## src/bwsw_consts.svh

```systemverilog
// offsets, field positions and reset values of the bandwidth config bank
`ifndef BWSW_CONSTS_SVH
`define BWSW_CONSTS_SVH
`define BWSW_OFF_WINDOW 16'h0220
`define BWSW_OFF_STRIDE 16'h0500
`define BWSW_EN_BIT 31
`define BWSW_STRIDE_MSB 15
`define BWSW_WIN_MSB 23
`define BWSW_SEL_PID_MSB 15
`define BWSW_SEL_INT_BIT 16
`define BWSW_SEL_RIS_MSB 27
`define BWSW_SEL_RIS_LSB 24
`define BWSW_RST_STRIDE 16'h0000
`define BWSW_RST_WINDOW 24'h00_0000
`define BWSW_RST_COST 17'h0_0000
`endif

```

## src/bwsw_pkg.sv

```systemverilog
// types of the bandwidth stride and window configuration bank
package bwsw_pkg;
  typedef enum logic [1:0] {
    BWSW_SP_SECURE = 2'h0,
    BWSW_SP_NONSECURE = 2'h1,
    BWSW_SP_ROOT = 2'h2,
    BWSW_SP_FOURTH = 2'h3
  } bwsw_space_e;

  // one frame access: taken in the cycle valid is high
  typedef struct packed {
    logic valid;
    logic write;
    bwsw_space_e space;
    logic [15:0] addr;
    logic [31:0] wdata;
  } bwsw_req_s;

  // regulator lookup of one partition's settings
  typedef struct packed {
    bwsw_space_e space;
    logic [3:0] resource_instance_select;
    logic [15:0] pid;
  } bwsw_query_s;

  typedef struct packed {
    logic en;
    logic [15:0] stride;
    logic [23:0] window;
  } bwsw_entry_s;
endpackage
```

## src/bwsw_cfg.sv

```systemverilog
// per-partition stride and window width configuration bank
`timescale 1ns/1ns
`include "bwsw_consts.svh"

// Function
// - enable bit 31 off: no stride regulation; on: regulate by stored stride
// - bits 15:0 hold stride minus one, an unsigned normalized cost
// - larger stride gives larger cost and smaller bandwidth share
// - only bw_alloc_width stride bits exist; width is reported
// - four separate stride instances, each reaching only its own space
// - with instance select, access uses selector instance and partition
// - without instance select, access uses partition identifier only
// - stride register at 0x0500, read-write; root and fourth only with realm feature
// - window not writable: register read-only, value from hardware
// - window writable: read-write, one width per partition
// - window integer us in 23:8, fraction in 7:0, 31:24 zero
// - window register at 0x0220; root and fourth need realm feature
// - without bandwidth partitioning window reads zero, ignores writes
// - four separate window instances, each reaching only its own space
// - selector low sixteen bits carry the partition identifier
// - selector bits 27:24 choose the resource instance
// - narrowing with flag not 1: error recorded, no write, read zero
module bwsw_cfg
  import bwsw_pkg::*;
#(
  parameter int NUM_PARTITION_IDENTIFIER = 4,
  parameter int NUM_RIS = 1,
  parameter bit HAS_INSTANCE_SELECT = 1'b0,
  parameter bit HAS_NARROWING = 1'b0,
  parameter bit HAS_REALM = 1'b1,
  parameter bit HAS_BW_PART = 1'b1,
  parameter bit WINDOW_WRITABLE = 1'b1,
  parameter int BW_ALLOC_WIDTH = 16
)
(
  input wire logic clk,
  input wire logic rst,
  input wire bwsw_req_s acc_req,
  input wire logic [3:0][31:0] part_sel,
  input wire logic [23:0] hw_window,
  input wire bwsw_query_s qry,
  output logic acc_done_r,
  output logic [31:0] acc_rdata_r,
  output logic range_err_r,
  output logic [4:0] bw_alloc_width_r,
  output logic reg_active_r,
  output logic [16:0] reg_cost_r,
  output logic [23:0] reg_window_r
);
  localparam int ENTRIES = 4 * NUM_RIS * NUM_PARTITION_IDENTIFIER;
  localparam logic [15:0] STRIDE_MASK =
    16'((32'h1 << BW_ALLOC_WIDTH) - 32'h1);
  localparam logic [4:0] ALLOC_WIDTH = 5'(BW_ALLOC_WIDTH);

  // refuse sizes that the storage and the masks cannot serve
  if (BW_ALLOC_WIDTH < 1 || BW_ALLOC_WIDTH > 16)
  begin : g_chk_width
    $error("bw alloc width must be 1 to 16");
  end
  if (NUM_PARTITION_IDENTIFIER < 1 || NUM_PARTITION_IDENTIFIER > 65536)
  begin : g_chk_partition_identifier
    $error("partition count out of range");
  end
  if (NUM_RIS < 1 || NUM_RIS > 16 || (!HAS_INSTANCE_SELECT && NUM_RIS != 1))
  begin : g_chk_ris
    $error("resource instance count out of range");
  end

  // ****************************************************************
  // selector decode
  // ****************************************************************
  function automatic int entry_index(input logic [1:0] sp,
                                     input logic [3:0] resource_instance_select,
                                     input logic [15:0] pid);
    entry_index = (int'(sp) * NUM_RIS + int'(resource_instance_select)) * NUM_PARTITION_IDENTIFIER
      + int'(pid);
  endfunction

  logic [31:0] sel;
  logic [15:0] sel_pid;
  logic [3:0] sel_ris;
  logic sel_internal;
  logic space_ok;
  logic flag_ok;
  logic in_range;
  logic hit_stride;
  logic hit_window;
  logic narrow_err;
  int acc_idx;

  always_comb
  begin
    sel = part_sel[acc_req.space];
    sel_pid = sel[`BWSW_SEL_PID_MSB:0];
    sel_ris = HAS_INSTANCE_SELECT ? sel[`BWSW_SEL_RIS_MSB:`BWSW_SEL_RIS_LSB]
                      : 4'h0;
    sel_internal = sel[`BWSW_SEL_INT_BIT];
    // narrowing: flag must be 1; otherwise flag is not checked
    flag_ok = !HAS_NARROWING || sel_internal;
    space_ok = HAS_REALM || acc_req.space == BWSW_SP_SECURE
      || acc_req.space == BWSW_SP_NONSECURE;
    in_range = int'(sel_pid) < NUM_PARTITION_IDENTIFIER && int'(sel_ris) < NUM_RIS;
    hit_stride = acc_req.addr == `BWSW_OFF_STRIDE;
    hit_window = HAS_BW_PART
      && acc_req.addr == `BWSW_OFF_WINDOW;
    narrow_err = acc_req.valid && space_ok && !flag_ok
      && (hit_stride || hit_window);
    acc_idx = entry_index(acc_req.space, sel_ris, sel_pid);
  end

  // ****************************************************************
  // configuration storage
  // ****************************************************************
  bwsw_entry_s store_r [ENTRIES];
  bwsw_entry_s store_nxt [ENTRIES];
  logic stride_we;
  logic window_we;

  always_comb
  begin
    stride_we = acc_req.valid && acc_req.write && hit_stride
      && space_ok && flag_ok && in_range;
    window_we = acc_req.valid && acc_req.write && hit_window
      && WINDOW_WRITABLE && space_ok && flag_ok
      && in_range;
  end

  generate
    for (genvar e = 0; e < ENTRIES; e++)
    begin : g_entry
      always_comb
      begin
        store_nxt[e] = store_r[e];
        if (stride_we && acc_idx == e)
        begin
          store_nxt[e].en = acc_req.wdata[`BWSW_EN_BIT];
          store_nxt[e].stride = acc_req.wdata[`BWSW_STRIDE_MSB:0]
            & STRIDE_MASK;
        end
        if (window_we && acc_idx == e)
          store_nxt[e].window =
            acc_req.wdata[`BWSW_WIN_MSB:0];
      end

      always_ff @(posedge clk or posedge rst)
      begin
        if (rst)
        begin
          store_r[e].en <= 1'b0;
          store_r[e].stride <= `BWSW_RST_STRIDE;
          store_r[e].window <= `BWSW_RST_WINDOW;
        end
        else
          store_r[e] <= store_nxt[e];
      end
    end
  endgenerate

  // ****************************************************************
  // frame read path and error report
  // ****************************************************************
  logic [31:0] rdata_nxt;
  logic done_nxt;
  logic err_nxt;
  bwsw_entry_s acc_ent;

  always_comb
  begin
    acc_ent = store_r[0];
    if (in_range)
      acc_ent = store_r[acc_idx];
    rdata_nxt = 32'h0000_0000;
    if (acc_req.valid && !acc_req.write && space_ok && flag_ok
        && in_range)
    begin
      if (hit_stride)
      begin
        rdata_nxt[`BWSW_EN_BIT] = acc_ent.en;
        rdata_nxt[`BWSW_STRIDE_MSB:0] = acc_ent.stride;
      end
      else if (hit_window)
        rdata_nxt[`BWSW_WIN_MSB:0] = WINDOW_WRITABLE ? acc_ent.window
          : hw_window;
    end
    done_nxt = acc_req.valid;
    err_nxt = HAS_NARROWING && narrow_err;
  end

  always_ff @(posedge clk or posedge rst)
  begin
    if (rst)
    begin
      acc_rdata_r <= 32'h0000_0000;
      acc_done_r <= 1'b0;
      range_err_r <= 1'b0;
      bw_alloc_width_r <= 5'h00;
    end
    else
    begin
      acc_rdata_r <= rdata_nxt;
      acc_done_r <= done_nxt;
      range_err_r <= err_nxt;
      bw_alloc_width_r <= ALLOC_WIDTH;
    end
  end

  // ****************************************************************
  // regulator lookup
  // ****************************************************************
  logic qry_ok;
  bwsw_entry_s qry_ent;
  logic active_nxt;
  logic [16:0] cost_nxt;
  logic [23:0] qwin_nxt;

  always_comb
  begin
    qry_ok = int'(qry.pid) < NUM_PARTITION_IDENTIFIER && int'(qry.resource_instance_select) < NUM_RIS;
    qry_ent = store_r[0];
    if (qry_ok)
      qry_ent = store_r[entry_index(qry.space, qry.resource_instance_select, qry.pid)];
    active_nxt = qry_ok && qry_ent.en;
    // cost is stride plus one, so larger value takes a smaller share
    cost_nxt = active_nxt ? 17'(qry_ent.stride) + 17'h0_0001
      : `BWSW_RST_COST;
    qwin_nxt = WINDOW_WRITABLE ? qry_ent.window : hw_window;
    if (!HAS_BW_PART)
      qwin_nxt = `BWSW_RST_WINDOW;
  end

  always_ff @(posedge clk or posedge rst)
  begin
    if (rst)
    begin
      reg_active_r <= 1'b0;
      reg_cost_r <= `BWSW_RST_COST;
      reg_window_r <= `BWSW_RST_WINDOW;
    end
    else
    begin
      reg_active_r <= active_nxt;
      reg_cost_r <= cost_nxt;
      reg_window_r <= qwin_nxt;
    end
  end
endmodule // bwsw_cfg

```

## config.mk

```make
export PLATFORM = sky130hd
export DESIGN_NAME = bwsw_cfg
export DESIGN_NICKNAME = d
export VERILOG_FILES = /design/src/bwsw_pkg.sv /design/src/bwsw_cfg.sv
export VERILOG_INCLUDE_DIRS = /design/src
export SDC_FILE = /design/constraint.sdc
export NUM_CORES = 2
export LEC_CHECK = 0
export BUFFER_PORTS_ARGS = -buffer_cell sky130_fd_sc_hd__buf_2
export CAP_MARGIN = 20
export CORE_MARGIN = 2
export CORE_UTILIZATION = 40
export CTS_CLUSTER_DIAMETER = 30
export DETAILED_ROUTE_END_ITERATION = 10
export HOLD_SLACK_MARGIN = 0.03
export PLACE_DENSITY = 0.61
export SLEW_MARGIN = 40
export SYNTH_ARGS = -nofsm -noshare
export SYNTH_HDL_FRONTEND = slang
export SYNTH_SLANG_ARGS = --single-unit
```

## constraint.sdc

```tcl
create_clock -name clk -period 28.7 [get_ports clk]
set_input_delay 1.435 -clock clk [delete_from_list [all_inputs] [get_ports clk]]
set_output_delay 1.435 -clock clk [all_outputs]
set_load 0.01 [all_outputs]
```

Yosys cells after proc, flatten, opt, wreduce, memory -nomap -nowiden
Index checks and enable logic that the tools add are counted.

Memories: 0. Bits in latches: 0. Bits in writable memories: 0. Output and inout bits: 81. Register bits after elaboration: 725. Logic and storage cells: 143. Input port bits: 228. Memory bits (read-only): 0.

Equal/unequal tests: 17. Reduce and logical (&&, ||, !) cells: 43. Shift operators: 0. Add/subtract/negate cells: 4. Bitwise operators: 2. Muxes and demuxes: 17. Magnitude comparators: 6. Div/mod/pow operators: 0. $mul: 0.

Operators by type and width (count): binary-select mux 41 bit (select 4 bit) (2); two-way mux 41 bit (6); equality test 17 x 4 -> 1 bit, second input constant (8); equality test 17 x 3 -> 1 bit, second input constant (4); binary-select mux 32 bit (select 2 bit) (1); >= comparator 32 x 5 -> 1 bit, second input constant (2); inverter 17 -> 32 bit (2); two-way mux 24 bit (2); logical AND 1 bit (41); equality test 17 x 2 -> 1 bit, second input constant (2); zero test 32 bit (1); less-than comparator 16 x 3 -> 1 bit, second input constant (2); two-way mux 16 bit (2); adder 16 x 1 -> 17 bit, second input constant (1); adder 4 x 16 -> 17 bit (1); adder 7 x 16 -> 17 bit (1); equality test 17 x 1 -> 1 bit, second input constant (1); two-way mux 17 bit (1); equality test 16 x 10 -> 1 bit, second input constant (1); equality test 16 x 11 -> 1 bit, second input constant (1); two-way mux 8 bit (1); adder 2 x 4 -> 5 bit (1); less-than comparator 4 x 1 -> 1 bit, second input constant (1); less-than comparator 2 x 3 -> 1 bit, second input constant (1); 2 further kinds (3).

Longest topological paths before layout
Depth in word-level cells: 11. Depth in mapped cells: 16. Gate-level depth less buffers: 12.

Worst setup path before layout
OpenSTA, ideal clock, no wires.

Path type: input to register. Start: in qry[16] in the netlist's numbering. End: reg reg_cost_r[11]. Path slack: 24.035 ns. Buffers on the path: 6. Cell stages on the path: 12. Data required time: 28.564 ns. Setup time: 0.136 ns. Arrival: 4.529 ns. Cells stage by stage: ha_1 -> ha_1 -> buf_4 -> buf_2 -> buf_2 -> buf_2 -> buf_1 -> mux4_2 -> mux4_2 -> nand2_1 -> clkbuf_1 -> nor3_1.

Cells in the longest elaborated chain, start to end: 9. Elaborated cells on any way between the ends: 12. Classes of those cells: add/sub (3); order compare (1); mux (5); bitwise (1); reduce/logical (2).

Ends and longest elaborated chain: from (decl) (RTL line bwsw_cfg.sv:41) `input wire bwsw_query_s qry,`; adder 2 x 4 -> 5 bit (RTL line bwsw_cfg.sv:75) `entry_index = (int'(sp) * NUM_RIS + int'(resource_instance_select)) * NUM_PARTITION_IDENTIFIER`; adder 7 x 16 -> 17 bit (RTL line bwsw_cfg.sv:76) `+ int'(pid);`; inverter 17 -> 32 bit (implied by the code) (RTL line bwsw_cfg.sv:221) `qry_ent = store_r[entry_index(qry.space, qry.resource_instance_select, qry.pid)];`; binary-select mux 41 bit (select 4 bit) (RTL line bwsw_cfg.sv:221); two-way mux 41 bit (implied by the code) (2 in a row) (RTL line bwsw_cfg.sv:221); two-way mux 41 bit (RTL line bwsw_cfg.sv:220) `if (qry_ok)`; adder 16 x 1 -> 17 bit / logical AND 1 bit (equally long branches) (RTL line bwsw_cfg.sv:224, bwsw_cfg.sv:222); two-way mux 17 bit (no line) (*); net cost_nxt[11] (RTL line bwsw_cfg.sv:213) `logic [16:0] cost_nxt;`; to (signal assigned) (RTL line bwsw_cfg.sv:236) `` reg_cost_r <= `BWSW_RST_COST; ``; to (signal assigned) (RTL line bwsw_cfg.sv:242) `reg_cost_r <= cost_nxt;`; to (decl) (RTL line bwsw_cfg.sv:47) `output logic [16:0] reg_cost_r,`.

The timed path passes the listed nets; every way through them passes the cells marked *. The select of a mux whose other input is x is not followed. A chain may end at the register's enable or synchronous reset.

Worst setup path after layout
Start: in acc_req[48] in the netlist's numbering. End: reg store_r[47] in the netlist's numbering.

Cells in the longest elaborated chain, start to end: 5. Elaborated cells on any way between the ends: 7. Classes of those cells: add/sub (1); order compare (1); eq/ne (1); mux (2); reduce/logical (2).

Ends and longest elaborated chain: from (decl) (RTL line bwsw_cfg.sv:38) `input wire bwsw_req_s acc_req,`; binary-select mux 32 bit (select 2 bit) (RTL line bwsw_cfg.sv:93) `sel = part_sel[acc_req.space];`; two-way mux 16 bit (implied by the code) (RTL line bwsw_cfg.sv:93); adder 4 x 16 -> 17 bit / less-than comparator 16 x 3 -> 1 bit (equally long branches) (RTL line bwsw_cfg.sv:76, bwsw_cfg.sv:102); equality test 17 x 4 -> 1 bit / logical AND 1 bit (equally long branches) (RTL line bwsw_cfg.sv:140, bwsw_cfg.sv:125); logical AND 1 bit (*) (RTL line bwsw_cfg.sv:140) `if (window_we && acc_idx == e)`; to (signal, indexed assignment) (RTL line bwsw_cfg.sv:154) `store_r[e] <= store_nxt[e];`; to (decl) (RTL line bwsw_cfg.sv:114) `bwsw_entry_s store_r [ENTRIES];`.

Mark *: on every way between the ends. The rest lies on a longest branch, timed or not. The select of a mux whose other input is x is not followed.

==> impl_metrics.env <==
export IMPL_antenna_found_initial=6
export IMPL_crit_path_max_fanout=35
export IMPL_rows=113
export IMPL_die_area_um2=98300
export IMPL_nets=2795
export IMPL_grt_max_degree=131
export IMPL_netlist_instances=2366
export IMPL_drv_cap=0
export IMPL_ys_ff_latch=725
export IMPL_vias_per_cell=5.96
export IMPL_final_common_cell="dfrtp_1"
export IMPL_syn_area_um2=38300
export IMPL_maxSlewViolCount=0
export IMPL_post_cts_repair_setup_buffers=0
export IMPL_status="complete, no violations"
export IMPL_multi_input_area_um2=19200
export IMPL_cts_root_buf="clkbuf_16"
export IMPL_cts_tree="built"
export IMPL_critPathArrivalTime_ns=6.04
export IMPL_syn2layout_area_growth_pct=21.9
export IMPL_critPathKind="in -> reg"
export IMPL_grt_total_usage=0.231
export IMPL_ys_flop_type="dfrtp_1"
export IMPL_syn_area_per_cell_um2=16.2
export IMPL_start_util=0.403
export IMPL_yosysWarnings=0
export IMPL_async_flop_share=1.00
export IMPL_worst_clock_skew_ns=0.0210
export IMPL_regArea_um2=18100
export IMPL_fp_coreArea_um2=95000
export IMPL_dr_pass1_iters=5
export IMPL_worstHoldPathCells=1
export IMPL_power_leakage_nw=22.3
export IMPL_clk_latency_ns=0.75
export IMPL_min_period_over_period=0.189
export IMPL_routed_wl_mm=112
export IMPL_relSlewSlack=0.393
export IMPL_drc=0
export IMPL_hold_viol_final=0
export IMPL_ant_nets=0
export IMPL_fin_setup_tns_ns=0
export IMPL_cts_resized=0
export IMPL_fillerInstances=7941
export IMPL_rsz0062_at_grt="false"
export IMPL_drive_above_1_share=0.596
export IMPL_htreeDepth=4
export IMPL_synth_cell_types=61
export IMPL_gp_congestion=0.783
export IMPL_ir_drop_mv=0.0501
export IMPL_die_x_um=314
export IMPL_worstMarginPinSlew_ns=0.910
export IMPL_synth_edff_count=0
export IMPL_dp_hpwl_mm=62.5
export IMPL_final_util=0.492
export IMPL_grt_pass1_wl_mm=168
export IMPL_grt_overflow_total=0
export IMPL_crit_path_end_kind="flip-flop"
export IMPL_routedWlPerCell_um=28.1
export IMPL_crit_path_start_kind="primary input"
export IMPL_die_height_um=314
export IMPL_vias=23673
export IMPL_ff2ff_path_depth=7
export IMPL_clkTransAtPathRegs_ns=0.04
export IMPL_setup_violations=0
export IMPL_grt_pass1_vias=26068
export IMPL_fin_crit_ns=5.43
export IMPL_final_cell_mix="dfrtp_1, mux2_2, mux4_2"
export IMPL_dr_first_iter_drc_count=1922
export IMPL_cts_buffers=175
export IMPL_power_density_nw_per_um2=70.7
export IMPL_numPortBuffers=201
export IMPL_pin_count=309
export IMPL_clock_sinks=725
export IMPL_yosysSeqAreaShare=0.473
export IMPL_required_ns=29.31
export IMPL_hold_path_class="reg -> reg"
export IMPL_timing_fmax_mhz=184
export IMPL_clockBufferDepth=3
export IMPL_holdBufCountCts=0
==> area by class of cell <==
class / instances / area share
antenna: 3 / 0.000161
clock buffer: 229 / 0.106
clock inverter: 92 / 0.0289
inverter: 8 / 0.000911
multi-input combinational: 1415 / 0.412
sequential: 725 / 0.388
tap: 1265 / 0.0339
timing repair buffer: 236 / 0.0299
==> path summary, 6_finish.rpt <==
kind	startpoint	endpoint	slack, ns
worst max-delay path	acc_req[48]	store_r[47]$_DFFE_PP0P_	23.27
worst min-delay path	store_r[72]$_DFFE_PP0P_	store_r[72]$_DFFE_PP0P_	0.51
worst max register to register	store_r[641]$_DFFE_PP0P_	reg_cost_r[16]$_DFF_PP0_	25.71
worst min register to register	store_r[72]$_DFFE_PP0P_	store_r[72]$_DFFE_PP0P_	0.51
max in group asynchronous	rst	store_r[139]$_DFFE_PP0P_	25.39
min in group asynchronous	rst	store_r[34]$_DFFE_PP0P_	0.79
==> Yosys cell counts (2+ instances only) <==
master | instances | share of area
conb_1 | 2 | 0.00020
mux4_2 | 412 | 0.24
nor3b_1 | 3 | 0.00059
a21oi_1 | 2 | 0.00026
inv_1 | 7 | 0.00069
nand2b_1 | 2 | 0.00033
nor4_1 | 13 | 0.0021
mux2i_1 | 35 | 0.0091
a22oi_1 | 4 | 0.00078
nand2_2 | 25 | 0.0041
a22o_1 | 13 | 0.0030
nand4_1 | 3 | 0.00049
dfrtp_1 | 725 | 0.47
buf_1 | 24 | 0.0024
nand4b_1 | 2 | 0.00046
buf_6 | 9 | 0.0026
nor2_1 | 24 | 0.0024
ha_1 | 5 | 0.0016
nand2_1 | 88 | 0.0086
mux2_2 | 572 | 0.17
buf_4 | 19 | 0.0037
mux2_1 | 64 | 0.019
xnor2_1 | 4 | 0.00091
nand2_4 | 7 | 0.0021
nor2_2 | 3 | 0.00049
a211oi_1 | 2 | 0.00039
nand3_1 | 4 | 0.00052
mux2_4 | 30 | 0.012
nor2_4 | 10 | 0.0029
o31ai_1 | 2 | 0.00039
nor3_1 | 12 | 0.0016
and4_1 | 3 | 0.00069
clkbuf_1 | 105 | 0.010
or4bb_1 | 2 | 0.00059
buf_2 | 72 | 0.0094
and3_1 | 5 | 0.00082
a31oi_1 | 3 | 0.00049
and2_1 | 13 | 0.0021
xor2_1 | 3 | 0.00069
o21ai_0 | 10 | 0.0013
o21a_1 | 3 | 0.00059
==> layer usage <==
layer	vias to the layer above	GRT usage	share of wire
li1	9647	-	-
met1	12926	0.303	0.41
met3	249	0.0532	0.066
met4	4	0.0972	0.034
met5	-	0	0.00024
met2	847	0.372	0.49
==> worst max-delay path: stages <==
cell and delay (ns):
buf_2 0.45, mux4_2 0.63, ha_4 0.18, inv_1 0.07, fa_4 0.80, buf_4 0.49
nand2b_1 0.33, nor2_1 0.61, nand2_4 0.53, mux2_2 0.44
==> metrics by stage <==
step	hold WS (ns)	instances	worst slack (ns)	total power, W	instance area (um^2)
global route	0.526	3972	23.11	0.00341	46700
detailed placement	0.499	3648	22.52	0.00125	40400
floorplan	0.475	2377	6.93	0.00118	38400
global placement	0.485	3647	22.51	0.00124	40200
finish	0.512	3973	23.27	0.00330	46700
CTS	0.511	3969	23.30	0.00333	46700
==> sequential cells by signal (all words and copies together) (netlist names) <==
| name | cells |
|---|---|
| store_r | 656 |
| bw_alloc_width_r | 1 |
| reg_active_r | 1 |
| acc_rdata_r | 25 |
| acc_done_r | 1 |
| reg_cost_r | 17 |
| reg_window_r | 24 |
==> power by group <==
part / internal, W / total [W] / switching [W] / leakage (nW)
Sequential: 0.00103 / 0.00103 / 0.0000000375 / 10.1
Clock: 0.00143 / 0.00207 / 0.000643 / 3.02
Combinational: 0.0000692 / 0.000204 / 0.000135 / 9.16
Total: 0.00253 / 0.00330 / 0.000778 / 22.3
==> cell families (layout without fill, tap and decap cells) <==
group	after synthesis	after routing	synth area share
xor gates and xnor gates	10	10	0.00336
muxes	1113	1113	0.450
AOI/OAI and AO/OA	42	42	0.00797
other	2	16	0.000196
adders and majority gates	6	6	0.00215
and+or+nand+nor	231	231	0.0338
DFF	725	725	0.473
buffers and inverters	237	565	0.0292
(Power assumes the default switching activity.)
